## src/logic/sbp_pkg.sv

```systemverilog
// Operation
// - Host sends five bytes: period low, period high, duty low, duty high, mode.
// - Period is counter clock divided by sixteen-bit divisor, high byte above low.
// - Output stays high for the duty count of counter clocks each period.
// - Fifth byte goes to the control register; 10011 fast clock, 10001 slow clock.
// - A slow 32 kHz counter clock serves output rates below 256 Hz.
// - Single variable-resolution mode; both period and pulse length programmable.
// - Output frequencies 100 Hz to 200 kHz, duty from 1 to 100 percent.
// - Same waveform drives both sub and main display enables.
package sbp_pkg;

	// ----------------------------------------
	// Clock rates and counter clock increments
	// ----------------------------------------
	localparam longint SYS_CLK_HZ = 250000000;
	localparam longint FAST_CLK_HZ = 16777612;
	localparam longint SLOW_CLK_HZ = 32000;
	localparam int PHASE_W = 32;
	localparam logic [PHASE_W-1:0] FAST_INC =
		PHASE_W'((FAST_CLK_HZ * (64'd1 << PHASE_W)) / SYS_CLK_HZ);
	localparam logic [PHASE_W-1:0] SLOW_INC =
		PHASE_W'((SLOW_CLK_HZ * (64'd1 << PHASE_W)) / SYS_CLK_HZ);

	// ----------------------------------------
	// Configuration stream
	// ----------------------------------------
	localparam int BYTE_W = 8;
	localparam logic [2:0] LAST_BYTE_IDX = 3'h4;
	localparam logic [2:0] LAST_BIT_IDX = 3'h7;

	// ----------------------------------------
	// Control register fields and reset values
	// ----------------------------------------
	localparam int CLK_SEL_BIT = 1;
	localparam logic [7:0] MODE_FAST = 8'h13;
	localparam logic [7:0] MODE_SLOW = 8'h11;
	localparam logic [7:0] CTRL_RST = MODE_FAST;
	localparam logic [15:0] PERIOD_RST = 16'hFFFF;
	localparam logic [15:0] DUTY_RST = 16'h0000;

	// ----------------------------------------
	// Bus register map (byte addresses)
	// ----------------------------------------
	localparam int ADDR_W = 4;
	localparam logic [3:0] OFS_PERIOD = 4'h0;
	localparam logic [3:0] OFS_DUTY = 4'h4;
	localparam logic [3:0] OFS_STATUS = 4'h8;
	localparam logic [3:0] OFS_SW_CTRL = 4'hC;
	localparam int SW_EN_BIT = 0;
	localparam int SW_RESYNC_BIT = 1;
	localparam logic SW_EN_RST = 1'b1;
	localparam int STAT_IDX_LSB = 8;

endpackage

```

## src/logic/sbp_sync2.sv

```systemverilog
`timescale 1ns/1ns
`default_nettype none
module sbp_sync2 (
	input wire logic i_clock,
	input wire logic i_reset,
	input wire logic i_async,
	input wire logic i_rst_val,
	output logic o_sync
);
	logic meta_reg;
	logic sync_reg;

	// ----------------------------------------
	// Two flip-flop synchroniser
	// ----------------------------------------
	always_ff @(posedge i_clock) begin
		if (i_reset) begin
			meta_reg <= i_rst_val;
			sync_reg <= i_rst_val;
		end else begin
			meta_reg <= i_async;
			sync_reg <= meta_reg;
		end
	end

	assign o_sync = sync_reg;
endmodule // sbp_sync2
`default_nettype wire

```

## src/logic/sbp_backlight_pwm.sv

```systemverilog
// The register addresses and the Avalon-MM register port were chosen for this implementation.
`timescale 1ns/1ns
`default_nettype none
module sbp_backlight_pwm (
	input wire logic i_clock,
	input wire logic i_reset,
	input wire logic i_spi_sclk,
	input wire logic i_spi_mosi,
	input wire logic i_spi_ss_n,
	input wire logic [sbp_pkg::ADDR_W-1:0] i_avs_address,
	input wire logic i_avs_read,
	input wire logic i_avs_write,
	input wire logic [31:0] i_avs_writedata,
	input wire logic [3:0] i_avs_byteenable,
	output logic [31:0] o_avs_readdata,
	output logic o_avs_waitrequest,
	output logic o_sub_display_enable,
	output logic o_main_display_enable
);
	import sbp_pkg::*;

	logic sclk_s;
	logic mosi_s;
	logic ss_n_s;

	// ----------------------------------------
	// Pin synchronisers
	// ----------------------------------------
	sbp_sync2 u_sync_sclk (
		.i_clock(i_clock),
		.i_reset(i_reset),
		.i_async(i_spi_sclk),
		.i_rst_val(1'b0),
		.o_sync(sclk_s)
	);
	sbp_sync2 u_sync_mosi (
		.i_clock(i_clock),
		.i_reset(i_reset),
		.i_async(i_spi_mosi),
		.i_rst_val(1'b0),
		.o_sync(mosi_s)
	);
	sbp_sync2 u_sync_ss (
		.i_clock(i_clock),
		.i_reset(i_reset),
		.i_async(i_spi_ss_n),
		.i_rst_val(1'b1),
		.o_sync(ss_n_s)
	);

	// ----------------------------------------
	// Counter clock enables
	// ----------------------------------------
	logic [PHASE_W-1:0] fast_acc_reg, fast_acc_next;
	logic [PHASE_W-1:0] slow_acc_reg, slow_acc_next;
	logic fast_tick, slow_tick, tick;
	logic [7:0] ctrl_reg, ctrl_next;

	always_comb begin
		{fast_tick, fast_acc_next} = {1'b0, fast_acc_reg} + {1'b0, FAST_INC};
		{slow_tick, slow_acc_next} = {1'b0, slow_acc_reg} + {1'b0, SLOW_INC};
		tick = ctrl_reg[CLK_SEL_BIT] ? fast_tick : slow_tick;
	end

	always_ff @(posedge i_clock) begin
		if (i_reset) begin
			fast_acc_reg <= '0;
			slow_acc_reg <= '0;
		end else begin
			fast_acc_reg <= fast_acc_next;
			slow_acc_reg <= slow_acc_next;
		end
	end

	// ----------------------------------------
	// Serial byte receiver
	// ----------------------------------------
	logic sclk_d_reg, sclk_d_next;
	logic [7:0] shift_reg, shift_next;
	logic [2:0] bit_idx_reg, bit_idx_next;
	logic [2:0] byte_idx_reg, byte_idx_next;
	logic [7:0] shadow_reg [0:3];
	logic [7:0] shadow_next [0:3];
	logic [7:0] shifted;
	logic commit;
	logic resync;

	always_comb begin
		sclk_d_next = sclk_s;
		shift_next = shift_reg;
		bit_idx_next = bit_idx_reg;
		byte_idx_next = byte_idx_reg;
		shadow_next = shadow_reg;
		commit = 1'b0;
		shifted = {shift_reg[6:0], mosi_s};
		if (ss_n_s) begin
			bit_idx_next = '0;
		end else if (sclk_s && !sclk_d_reg) begin
			shift_next = shifted;
			bit_idx_next = bit_idx_reg + 3'h1;
			if (bit_idx_reg == LAST_BIT_IDX) begin
				if (byte_idx_reg == LAST_BYTE_IDX) begin
					commit = 1'b1;
					byte_idx_next = '0;
				end else begin
					shadow_next[byte_idx_reg[1:0]] = shifted;
					byte_idx_next = byte_idx_reg + 3'h1;
				end
			end
		end
		if (resync) begin
			byte_idx_next = '0;
		end
	end

	always_ff @(posedge i_clock) begin
		if (i_reset) begin
			sclk_d_reg <= 1'b0;
			shift_reg <= '0;
			bit_idx_reg <= '0;
			byte_idx_reg <= '0;
			for (int i = 0; i < 4; i++) begin
				shadow_reg[i] <= '0;
			end
		end else begin
			sclk_d_reg <= sclk_d_next;
			shift_reg <= shift_next;
			bit_idx_reg <= bit_idx_next;
			byte_idx_reg <= byte_idx_next;
			shadow_reg <= shadow_next;
		end
	end

	// ----------------------------------------
	// Active settings and period counter
	// ----------------------------------------
	logic [15:0] period_reg, period_next;
	logic [15:0] duty_reg, duty_next;
	logic [15:0] cnt_reg, cnt_next;
	logic pwm_reg, pwm_next;
	logic sw_en_reg, sw_en_next;
	logic [15:0] last_cnt;

	always_comb begin
		period_next = period_reg;
		duty_next = duty_reg;
		ctrl_next = ctrl_reg;
		cnt_next = cnt_reg;
		last_cnt = period_reg - 16'h0001;
		if (commit) begin
			period_next = {shadow_reg[1], shadow_reg[0]};
			duty_next = {shadow_reg[3], shadow_reg[2]};
			ctrl_next = shifted;
			cnt_next = '0;
		end else if (tick) begin
			cnt_next = (cnt_reg == last_cnt) ? 16'h0000 : cnt_reg + 16'h0001;
		end
		pwm_next = sw_en_reg && (cnt_reg < duty_reg);
	end

	always_ff @(posedge i_clock) begin
		if (i_reset) begin
			period_reg <= PERIOD_RST;
			duty_reg <= DUTY_RST;
			ctrl_reg <= CTRL_RST;
			cnt_reg <= '0;
			pwm_reg <= 1'b0;
		end else begin
			period_reg <= period_next;
			duty_reg <= duty_next;
			ctrl_reg <= ctrl_next;
			cnt_reg <= cnt_next;
			pwm_reg <= pwm_next;
		end
	end

	assign o_sub_display_enable = pwm_reg;
	assign o_main_display_enable = pwm_reg;

	// ----------------------------------------
	// Avalon-MM slave
	// ----------------------------------------
	logic ack_reg, ack_next;
	logic [31:0] rdata_reg, rdata_next;
	logic req;
	logic wr_sw_ctrl;

	always_comb begin
		req = i_avs_read || i_avs_write;
		ack_next = req && !ack_reg;
		rdata_next = rdata_reg;
		wr_sw_ctrl = ack_reg && i_avs_write && (i_avs_address == OFS_SW_CTRL)
			&& i_avs_byteenable[0];
		sw_en_next = wr_sw_ctrl ? i_avs_writedata[SW_EN_BIT] : sw_en_reg;
		resync = wr_sw_ctrl && i_avs_writedata[SW_RESYNC_BIT];
		if (i_avs_read && !ack_reg) begin
			case (i_avs_address)
				OFS_PERIOD: rdata_next = {16'h0000, period_reg};
				OFS_DUTY: rdata_next = {16'h0000, duty_reg};
				OFS_STATUS: rdata_next = {21'h000000, byte_idx_reg, ctrl_reg};
				OFS_SW_CTRL: rdata_next = {31'h00000000, sw_en_reg};
				default: rdata_next = 32'h00000000;
			endcase
		end
	end

	always_ff @(posedge i_clock) begin
		if (i_reset) begin
			ack_reg <= 1'b0;
			rdata_reg <= '0;
			sw_en_reg <= SW_EN_RST;
		end else begin
			ack_reg <= ack_next;
			rdata_reg <= rdata_next;
			sw_en_reg <= sw_en_next;
		end
	end

	assign o_avs_waitrequest = req && !ack_reg;
	assign o_avs_readdata = rdata_reg;

	logic [15:0] sh_period, sh_duty;
	assign sh_period = {shadow_reg[1], shadow_reg[0]};
	assign sh_duty = {shadow_reg[3], shadow_reg[2]};
endmodule // sbp_backlight_pwm
`default_nettype wire

```

## config.mk

```make
export PLATFORM = sky130hd
export DESIGN_NAME = sbp_backlight_pwm
export DESIGN_NICKNAME = d
export VERILOG_FILES = /design/src/logic/sbp_pkg.sv /design/src/logic/sbp_sync2.sv /design/src/logic/sbp_backlight_pwm.sv
export SDC_FILE = /design/constraint.sdc
export NUM_CORES = 1
export LEC_CHECK = 0
export ABC_CLOCK_PERIOD_IN_PS = 8300
export BUFFER_PORTS_ARGS = -buffer_cell sky130_fd_sc_hd__buf_4
export CAP_MARGIN = 20
export CORE_MARGIN = 4
export CORE_UTILIZATION = 40
export CTS_BUF_LIST = sky130_fd_sc_hd__clkbuf_8
export DETAILED_ROUTE_END_ITERATION = 8
export PLACE_DENSITY = 0.61
export SLEW_MARGIN = 40
export SYNTH_ARGS = -nofsm -noshare
export SYNTH_HDL_FRONTEND = slang
export SYNTH_SLANG_ARGS = --single-unit
```

## constraint.sdc

```tcl
create_clock -name i_clock -period 8.3 [get_ports i_clock]
set_clock_uncertainty 0.05 [all_clocks]
set_input_delay 2.075 -clock i_clock [delete_from_list [all_inputs] [get_ports i_clock]]
set_output_delay 2.075 -clock i_clock [all_outputs]
set_load 0.01 [all_outputs]
```

==> impl_metrics.toml, run 1 <==
[routing]
drtPass1Iterations = 4
dr_total_vias = 6974
dr.first_iter.drc_count = 469
final_antenna_net_count = 0
route.detailed.drc = 0
routedWlPerCell_um = 14.5
dr_vias_cell = 5.16
postRouteWirelength_um = 19600

[floorplan]
core_region_area_mm2 = 0.0219
io_pins = 82
start_util = 0.407
design.die.area_mm2 = 0.0247
placementRows = 54
dieWidth_um = 157
chipHeight_um = 157

[worst_hold_path]
whs_path_depth = 1
hold_path_class = "register to register"

[grt]
antenna_violations_before_repair = 0
gr-usage-all-layers = 0.161
grt_max_degree = 90
first_global_vias = 6293
grt.overflow.total = 0
grt_first_pass_wirelength_um = 32300

[synth]
postSynthRegisterBits = 191
syn_inst = 1059
synth-edff-count = 0
synth_top_flop_cell = "sky130_fd_sc_hd__dfxtp_1"
post_synthesis_async_set_or_reset_flop_share = 0
synth.avg_cell_area_um2 = 8.41
synth-warning-count = 0
synth_cell_type_count = 54
netlist_area_mm2 = 0.00891
yosysSeqAreaShare = 0.429

[place]
place_ws_ps = 3660
hpwl_detailed_um = 13300
buffer_ports.inserted = 32
dpl.cell_count = 1318
gp_congestion = 0.827

[timing]
fmaxAchievable_ghz = 0.216
setup_repair_after_global_routing_missed_its_margin = "no"
finalCriticalPeriod_ps = 4630
setup_tns_ps = 0
maxSlewHeadroom = 0.460
layout_worst_path_cycle_share = 0.558
setup-violations-final = 0
timing.final.hold_violations = 0
hold-worst-slack_ps = 371
worstMarginPinSlew_ps = 809
timing.final.ws_setup_ps = 3670
final_max_slew_viols = 0

[worst_setup_path]
critPathRequiredTime_ps = 6180
timing.critical_path.arrival_ps = 2510
cpPeakStageDelay_ps = 140
endpoint_kind = "output port"
path_class = "input port to output port"
worst_reg2reg_setup_slack_ps = 4790
cp_slowest_cell = "sky130_fd_sc_hd__buf_4"
crit_path_start_kind = "input port"
worstPathCellList = "buf_4, nor2_1, nor2_1, buf_4"
worstRegToRegCells = 10
crit_fanout = 2

[finish]
fin_nets = 1130
layout_area_growth_over_synthesis_pct = 8.90
multi_input_comb_area_mm2 = 0.00471
fin_util = 0.443
drive_gt1_frac = 0.0887
most_common_cell_after_layout_fill_and_taps_aside = "sky130_fd_sc_hd__dfxtp_1"
layout_common_cells = "sky130_fd_sc_hd__dfxtp_1 (191), sky130_fd_sc_hd__nand2_1 (146), sky130_fd_sc_hd__nor2_1 (113), sky130_fd_sc_hd__a21oi_1 (80), sky130_fd_sc_hd__xor2_1 (47)"
antennaDiodeCount = 0
layout.cells.non_filler = 1351
fill_cells = 2205
regArea_mm2 = 0.00382

[power]
power.leakage_nw = 3.72
irDropWorstVdd_v = 0.000110
p_per_area_mw_per_mm2 = 192
switchingPower_mw = 0.510
combPwrFrac = 0.107
share_seq_of_total_power = 0.551
power.share.switching = 0.274
power.share.clock = 0.343
p_int_mw = 1.35

[clock_tree]
clock_tree.root_cell = "sky130_fd_sc_hd__clkbuf_8"
cts_hold_repair.buffers = 0
clk_latency_ps = 470
cts.sinks = 191
clkSlewWorstSetupHoldPaths_ps = 100
ctsLongestPathBuffers = 2
cts_buffers = 17
cts_tree = "done"
postCtsSetupBuffers = 0
cts_resized = 0
maximum_level_of_the_cts_h_tree = 4

[job]
max-cap-violations = 0

[run_status]
status = "complete, no violations"
==> metal layers <==
metal  wire (um)  vias to the layer above  global-route usage
met5           0                        -                   0
met4         254                        0              0.0508
met3         561                       18              0.0242
met2        8640                      104               0.243
met1       10200                     3281               0.236
li1            -                     3571                   -
==> per-stage QoR <==
stage | total power [mW] | cell area, um2
global route | 1.96 | 9700
floorplan | 1.20 | 8970
global placement | 1.24 | 9260
finish | 1.86 | 9700
detailed placement | 1.24 | 9270
CTS | 1.88 | 9680
==> synth_stat cells, drive strengths merged, types with 8 or more instances <==
cell,instances,share of area
nor3b,8,0.0067
nand2,146,0.062
clkbuf,52,0.022
nor4,10,0.0087
buf,23,0.018
a21o,9,0.0076
nand3b,19,0.016
nor2,116,0.049
or2,8,0.0056
nand3,44,0.025
nor2b,19,0.013
nand4,9,0.0063
o21ai,39,0.022
mux2i,39,0.044
xor2,47,0.046
dfxtp,191,0.43
a21oi,81,0.045
a22oi,11,0.0093
ha,25,0.035
xnor2,30,0.029
inv,27,0.011
o2111ai,9,0.0088
nor3,24,0.013
and3,9,0.0063
==> path summary, 6_finish.rpt <==
kind,start,end
max,i_avs_write,o_avs_waitrequest
min,u_sync_ss.meta_reg,u_sync_ss.o_sync
max reg2reg,slow_acc_reg[0],cnt_reg[10]
min reg2reg,u_sync_ss.meta_reg,u_sync_ss.o_sync
==> worst max-delay path: cells and delay by family <==
kind                   cells  cell delay, ps
AND/OR/NAND/NOR            2             180
buffers and inverters      2             250
==> final cells by class <==
| type | instances | share of cell area |
|---|---|---|
| inverters | 27 | 0.0104 |
| clock buffers | 19 | 0.0270 |
| repair buffers | 40 | 0.0313 |
| clock inverters | 13 | 0.0159 |
| flip-flops and latches | 191 | 0.394 |
| multi-input cells | 781 | 0.485 |
| well taps | 280 | 0.0361 |
==> power by group through the flow <==
stage                     combinational [mW]  sequential [mW]  clock (mW)
after floorplan                        0.172             1.03           0
after global routing                   0.233             1.03       0.694
after global placement                 0.197             1.04           0
final                                  0.199             1.02       0.637
after CTS                              0.201             1.02       0.656
after detailed placement               0.199             1.04           0
==> logic make-up (layout without fill, tap and decap cells) <==
logic type                 count (synthesis)  count (layout)  synth area share
AOI/OAI and AO/OA                        177             177             0.120
xor gates and xnor gates                  77              77            0.0757
adders and majority gates                 25              25            0.0351
buffers and inverters                    102              99            0.0513
DFF                                      191             191             0.429
muxes                                     44              44            0.0514
other                                      1              16          0.000421
and+or+nand+nor                          442             442             0.237
No activity file was read; power rests on OpenSTA's default activity.
==> run 2, diff against run 1 <==
Settings changed: ABC_CLOCK_PERIOD_IN_PS 8300 to 3900, PLACE_DENSITY 0.61 to 0.64.
Clock period 8.3 ns to 3.9 ns, I/O delays scaled along.
==> run 2 against run 1 <==
Effect of this change: cell count grew 0.44%; first-iteration DRC count is 12% higher; critical endpoint is now cnt_reg[15]; design area decreased by 0.10%; sequential cell count stayed put; die area stayed put; global-route usage grew 0.057 points; power rose by 110%; combinational power grew 110%; sequential power rose by 110%; non-clock buffer count up 6; clock-buffer cell count is 2 lower; hold slack improved by 4.0 ps.
==> impl_metrics.toml, run 2 (synthesis results as in run 1) <==
[run_status]
status = "complete, no violations"

[routing]
final_antenna_net_count = 0
drtPass1Iterations = 8
dr.first_iter.drc_count = 525
routedWlPerCell_um = 14.4
postRouteWirelength_um = 19500
dr_total_vias = 7019
route.detailed.drc = 0
dr_vias_cell = 5.17

[timing]
finalCriticalPeriod_ps = 2980
setup_tns_ps = 0
worstMarginPinSlew_ps = 822
fmaxAchievable_ghz = 0.336
setup-violations-final = 0
maxSlewHeadroom = 0.448
final_max_slew_viols = 0
layout_worst_path_cycle_share = 0.763
timing.final.hold_violations = 0
setup_repair_after_global_routing_missed_its_margin = "no"

[floorplan]
core_region_area_mm2 = 0.0219
start_util = 0.407
io_pins = 82
placementRows = 54
chipHeight_um = 157
dieWidth_um = 157
design.die.area_mm2 = 0.0247

[worst_setup_path]
crit_fanout = 16
cpPeakStageDelay_ps = 560
cpMostUsedCell = "sky130_fd_sc_hd__buf_4"
crit_path_start_kind = "register"
path_class = "register to register"
timing.critical_path.arrival_ps = 3250
cp_slowest_cell = "sky130_fd_sc_hd__or4_4"
cp_top_family = "simple AND/OR/NAND/NOR gates"
endpoint_kind = "register"
critPathRequiredTime_ps = 4170
critical_path.n_buffers_inverters = 3
worstPathCellList = "inv_1, ha_1, nor2b_1, nor3_1, or4_4, a2111oi_4, buf_4, nor2_2, nor4_4, buf_4, nor3b_1"

[power]
power.leakage_nw = 3.71
power_mw = 3.85
irDropWorstVdd_v = 0.000366
p_per_area_mw_per_mm2 = 398

[finish]
drive_gt1_frac = 0.0910
antennaDiodeCount = 0
layout_area_growth_over_synthesis_pct = 8.79
most_common_cell_after_layout_fill_and_taps_aside = "sky130_fd_sc_hd__dfxtp_1"
fill_cells = 2232
layout_common_cells = "sky130_fd_sc_hd__dfxtp_1 (191), sky130_fd_sc_hd__nand2_1 (146), sky130_fd_sc_hd__nor2_1 (113), sky130_fd_sc_hd__a21oi_1 (80), sky130_fd_sc_hd__xor2_1 (47)"
fin_nets = 1136
fin_util = 0.443

[clock_tree]
clkSlewWorstSetupHoldPaths_ps = 100
cts_resized = 0
cts.sinks = 191
clock_tree.root_cell = "sky130_fd_sc_hd__clkbuf_8"
maximum_level_of_the_cts_h_tree = 4
ctsLongestPathBuffers = 2
cts_tree = "done"
cts_hold_repair.buffers = 0
clk_latency_ps = 460
cts_buffers = 17
postCtsSetupBuffers = 0

[grt]
grt_max_degree = 56
antenna_violations_before_repair = 0
grt_first_pass_wirelength_um = 32400
gr-usage-all-layers = 0.161
first_global_vias = 6458
grt.overflow.total = 0

[worst_hold_path]
hold_path_class = "register to register"

[place]
hpwl_detailed_um = 13600
gp_congestion = 0.870
buffer_ports.inserted = 32

[job]
max-cap-violations = 0
run 2: metal layers:
metal  vias up  GRT usage  routed length, um
met2       134      0.249               8640
met1      3282      0.228               9730
li1       3582          -                  -
met5         -          0                  0
met4         0     0.0557                379
met3        21     0.0280                741
run 2: where the power goes:
group	switching, mW	leakage [nW]	internal (mW)
clock	0.735	0.181	0.514
sequential	0.113	1.55	2.07
combinational	0.237	1.98	0.189
run 2: worst paths after layout:
path / startpoint / to / slack, ps / cells past startpoint
worst min-delay path: u_sync_ss.meta_reg / u_sync_ss.o_sync / 380 / 1
worst max-delay path: slow_acc_reg[0] / cnt_reg[15] / 920 / 11
worst max register to register: slow_acc_reg[0] / cnt_reg[15] / 920 / 11
worst min register to register: u_sync_ss.meta_reg / u_sync_ss.o_sync / 380 / 1
run 2: worst register-to-register path, delay by kind of cell, from the launching register on:
family          cells  cell delay, ps
buf+inv             3             550
simple gates        6            1390
flops               1             350
fa+ha+maj           1             190
compound gates      1             300
run 2: through the flow:
step	hold WS (ps)	cell area (um2)	instances	worst slack [ps]
after global routing	388	9690	1357	715
after global placement	348	9310	1325	958
after floorplan	339	8970	1074	1200
after CTS	372	9690	1357	916
final	375	9690	1357	923
after detailed placement	349	9310	1325	949
run 2: cell type report:
cell class | count | area, um2 | share of cell area
Sequential cell | 191 | 3820 | 0.394
Clock buffer | 17 | 234 | 0.0241
Clock inverter | 15 | 141 | 0.0146
Inverter | 27 | 101 | 0.0105
Multi-Input combinational cell | 781 | 4700 | 0.485
Tap cell | 280 | 350 | 0.0361
Timing Repair Buffer | 46 | 345 | 0.0356
==> run 3, diff against run 2 <==
Settings changed: ABC_CLOCK_PERIOD_IN_PS 3900 to 3000, PLACE_DENSITY 0.64 to 0.61.
Clock period 3.9 ns to 3 ns, I/O delays scaled along.
==> run 3 against run 2 <==
Effect of this change: wire length rose by 1.3%; clock-buffer cell count unchanged; critical path depth shrank 2; sequential power up 30%; setup slack got worse by 620 ps; fmax up 10%; power rose by 33%; hold slack got worse by 5.9 ps; global-route usage is 0.36 points higher; sequential cell count unchanged; via count about the same; sequential share of layout area fell by 0.46 points; critical path type unchanged; highest routed layer unchanged.
==> impl_metrics.toml, run 3 (synthesis results as in run 1) <==
[run_status]
status = "complete, no violations"

[clock_tree]
clock_tree.root_cell = "sky130_fd_sc_hd__clkbuf_8"
cts_buffers = 17
clk_latency_ps = 470
ctsLongestPathBuffers = 2
clkSlewWorstSetupHoldPaths_ps = 110
cts.sinks = 191
cts_hold_repair.buffers = 0
maximum_level_of_the_cts_h_tree = 4
cts_tree = "done"
cts_resized = 0
postCtsSetupBuffers = 0

[timing]
maxSlewHeadroom = 0.465
setup_repair_after_global_routing_missed_its_margin = "no"
finalCriticalPeriod_ps = 2700
worstMarginPinSlew_ps = 802
layout_worst_path_cycle_share = 0.901
setup-violations-final = 0
setup_tns_ps = 0
final_max_slew_viols = 0
timing.final.hold_violations = 0
fmaxAchievable_ghz = 0.370
hold-worst-slack_ps = 369

[power]
p_per_area_mw_per_mm2 = 522
switchingPower_mw = 1.48
power.share.switching = 0.288
share_seq_of_total_power = 0.553
power.leakage_nw = 3.78
power.share.clock = 0.337
combPwrFrac = 0.110
power_mw = 5.12
irDropWorstVdd_v = 0.000367
p_int_mw = 3.65

[finish]
layout_area_growth_over_synthesis_pct = 10.1
final_cell_area_mm2 = 0.00981
most_common_cell_after_layout_fill_and_taps_aside = "sky130_fd_sc_hd__dfxtp_1"
fin_nets = 1143
drive_gt1_frac = 0.0978
layout_common_cells = "sky130_fd_sc_hd__dfxtp_1 (191), sky130_fd_sc_hd__nand2_1 (146), sky130_fd_sc_hd__nor2_1 (114), sky130_fd_sc_hd__a21oi_1 (80), sky130_fd_sc_hd__buf_4 (51)"
antennaDiodeCount = 0
fill_cells = 2237

[worst_setup_path]
cpMostUsedCell = "sky130_fd_sc_hd__a211oi_1"
cp_slowest_cell = "sky130_fd_sc_hd__a41oi_1"
critPathRequiredTime_ps = 3320
timing.critical_path.arrival_ps = 3020
worstPathCellList = "inv_1, ha_1, nand2b_1, a211oi_1, o2111ai_1, a41oi_1, nor2_2, or3_1, a211oi_1"
path_class = "register to register"
crit_path_start_kind = "register"
cpPeakStageDelay_ps = 390
endpoint_kind = "register"
crit_fanout = 7

[grt]
first_global_vias = 6647
grt_max_degree = 76
grt_first_pass_wirelength_um = 33000
antenna_violations_before_repair = 0
gr-usage-all-layers = 0.165
grt.overflow.total = 0

[floorplan]
start_util = 0.407
core_region_area_mm2 = 0.0219
chipHeight_um = 157
design.die.area_mm2 = 0.0247
dieWidth_um = 157
placementRows = 54
io_pins = 82

[routing]
final_antenna_net_count = 0
dr_total_vias = 7015
routedWlPerCell_um = 14.5
postRouteWirelength_um = 19700
dr.first_iter.drc_count = 468
route.detailed.drc = 0
drtPass1Iterations = 5
dr_vias_cell = 5.14

[place]
buffer_ports.inserted = 32
placed_cell_area_mm2 = 0.00939
gp_congestion = 0.810
hpwl_detailed_um = 13600

[worst_hold_path]
hold_path_class = "register to register"

[job]
max-cap-violations = 0
run 3: layer usage:
metal / up-vias / routed length (um) / GRT usage / share of wire
met4: 0 / 284 / 0.0504 / 0.014
met2: 90 / 8790 / 0.261 / 0.45
li1: 3601 / - / - / -
met5: - / 0 / 0 / 0
met1: 3301 / 10100 / 0.232 / 0.51
met3: 23 / 574 / 0.0258 / 0.029
run 3: power by group through the flow:
stage / logic (mW) / registers (mW) / clock network (mW)
floorplan: 0.475 / 2.86 / 0
global placement: 0.558 / 2.89 / 0
detailed placement: 0.563 / 2.89 / 0
CTS: 0.567 / 2.83 / 1.79
global route: 0.653 / 2.86 / 1.88
finish: 0.564 / 2.83 / 1.73
run 3: worst paths after layout:
check / start / end / slack (ps) / cells after the start
max reg2reg: fast_acc_reg[0] / cnt_reg[12] / 300 / 9
min reg2reg: u_sync_ss.meta_reg / u_sync_ss.o_sync / 370 / 1
max: fast_acc_reg[0] / cnt_reg[12] / 300 / 9
min: u_sync_ss.meta_reg / u_sync_ss.o_sync / 370 / 1
run 3: final cells by class:
type | instances | area (um2) | area share
repair buffers | 53 | 423 | 0.0431
clock inverters | 15 | 176 | 0.0180
inverters | 27 | 101 | 0.0103
flip-flops and latches | 191 | 3820 | 0.390
well taps | 280 | 350 | 0.0357
multi-input cells | 781 | 4700 | 0.479
clock buffers | 17 | 234 | 0.0239
run 3: stage by stage:
stage / std cells / setup WS, ps / util
final: 1364 / 298 / 0.448
after global routing: 1364 / 18.5 / 0.448
after CTS: 1364 / 185 / 0.448
after global placement: 1332 / 301 / 0.429
after detailed placement: 1332 / 260 / 0.429
after floorplan: 1074 / 299 / -
run 3: worst max-delay path: cells and delay by family (launching register included):
family,cells,cell delay (ps)
DFF,1,360
AOI/OAI and AO/OA,4,1170
buffers and inverters,1,50
adders and majority gates,1,210
and+or+nand+nor,3,760
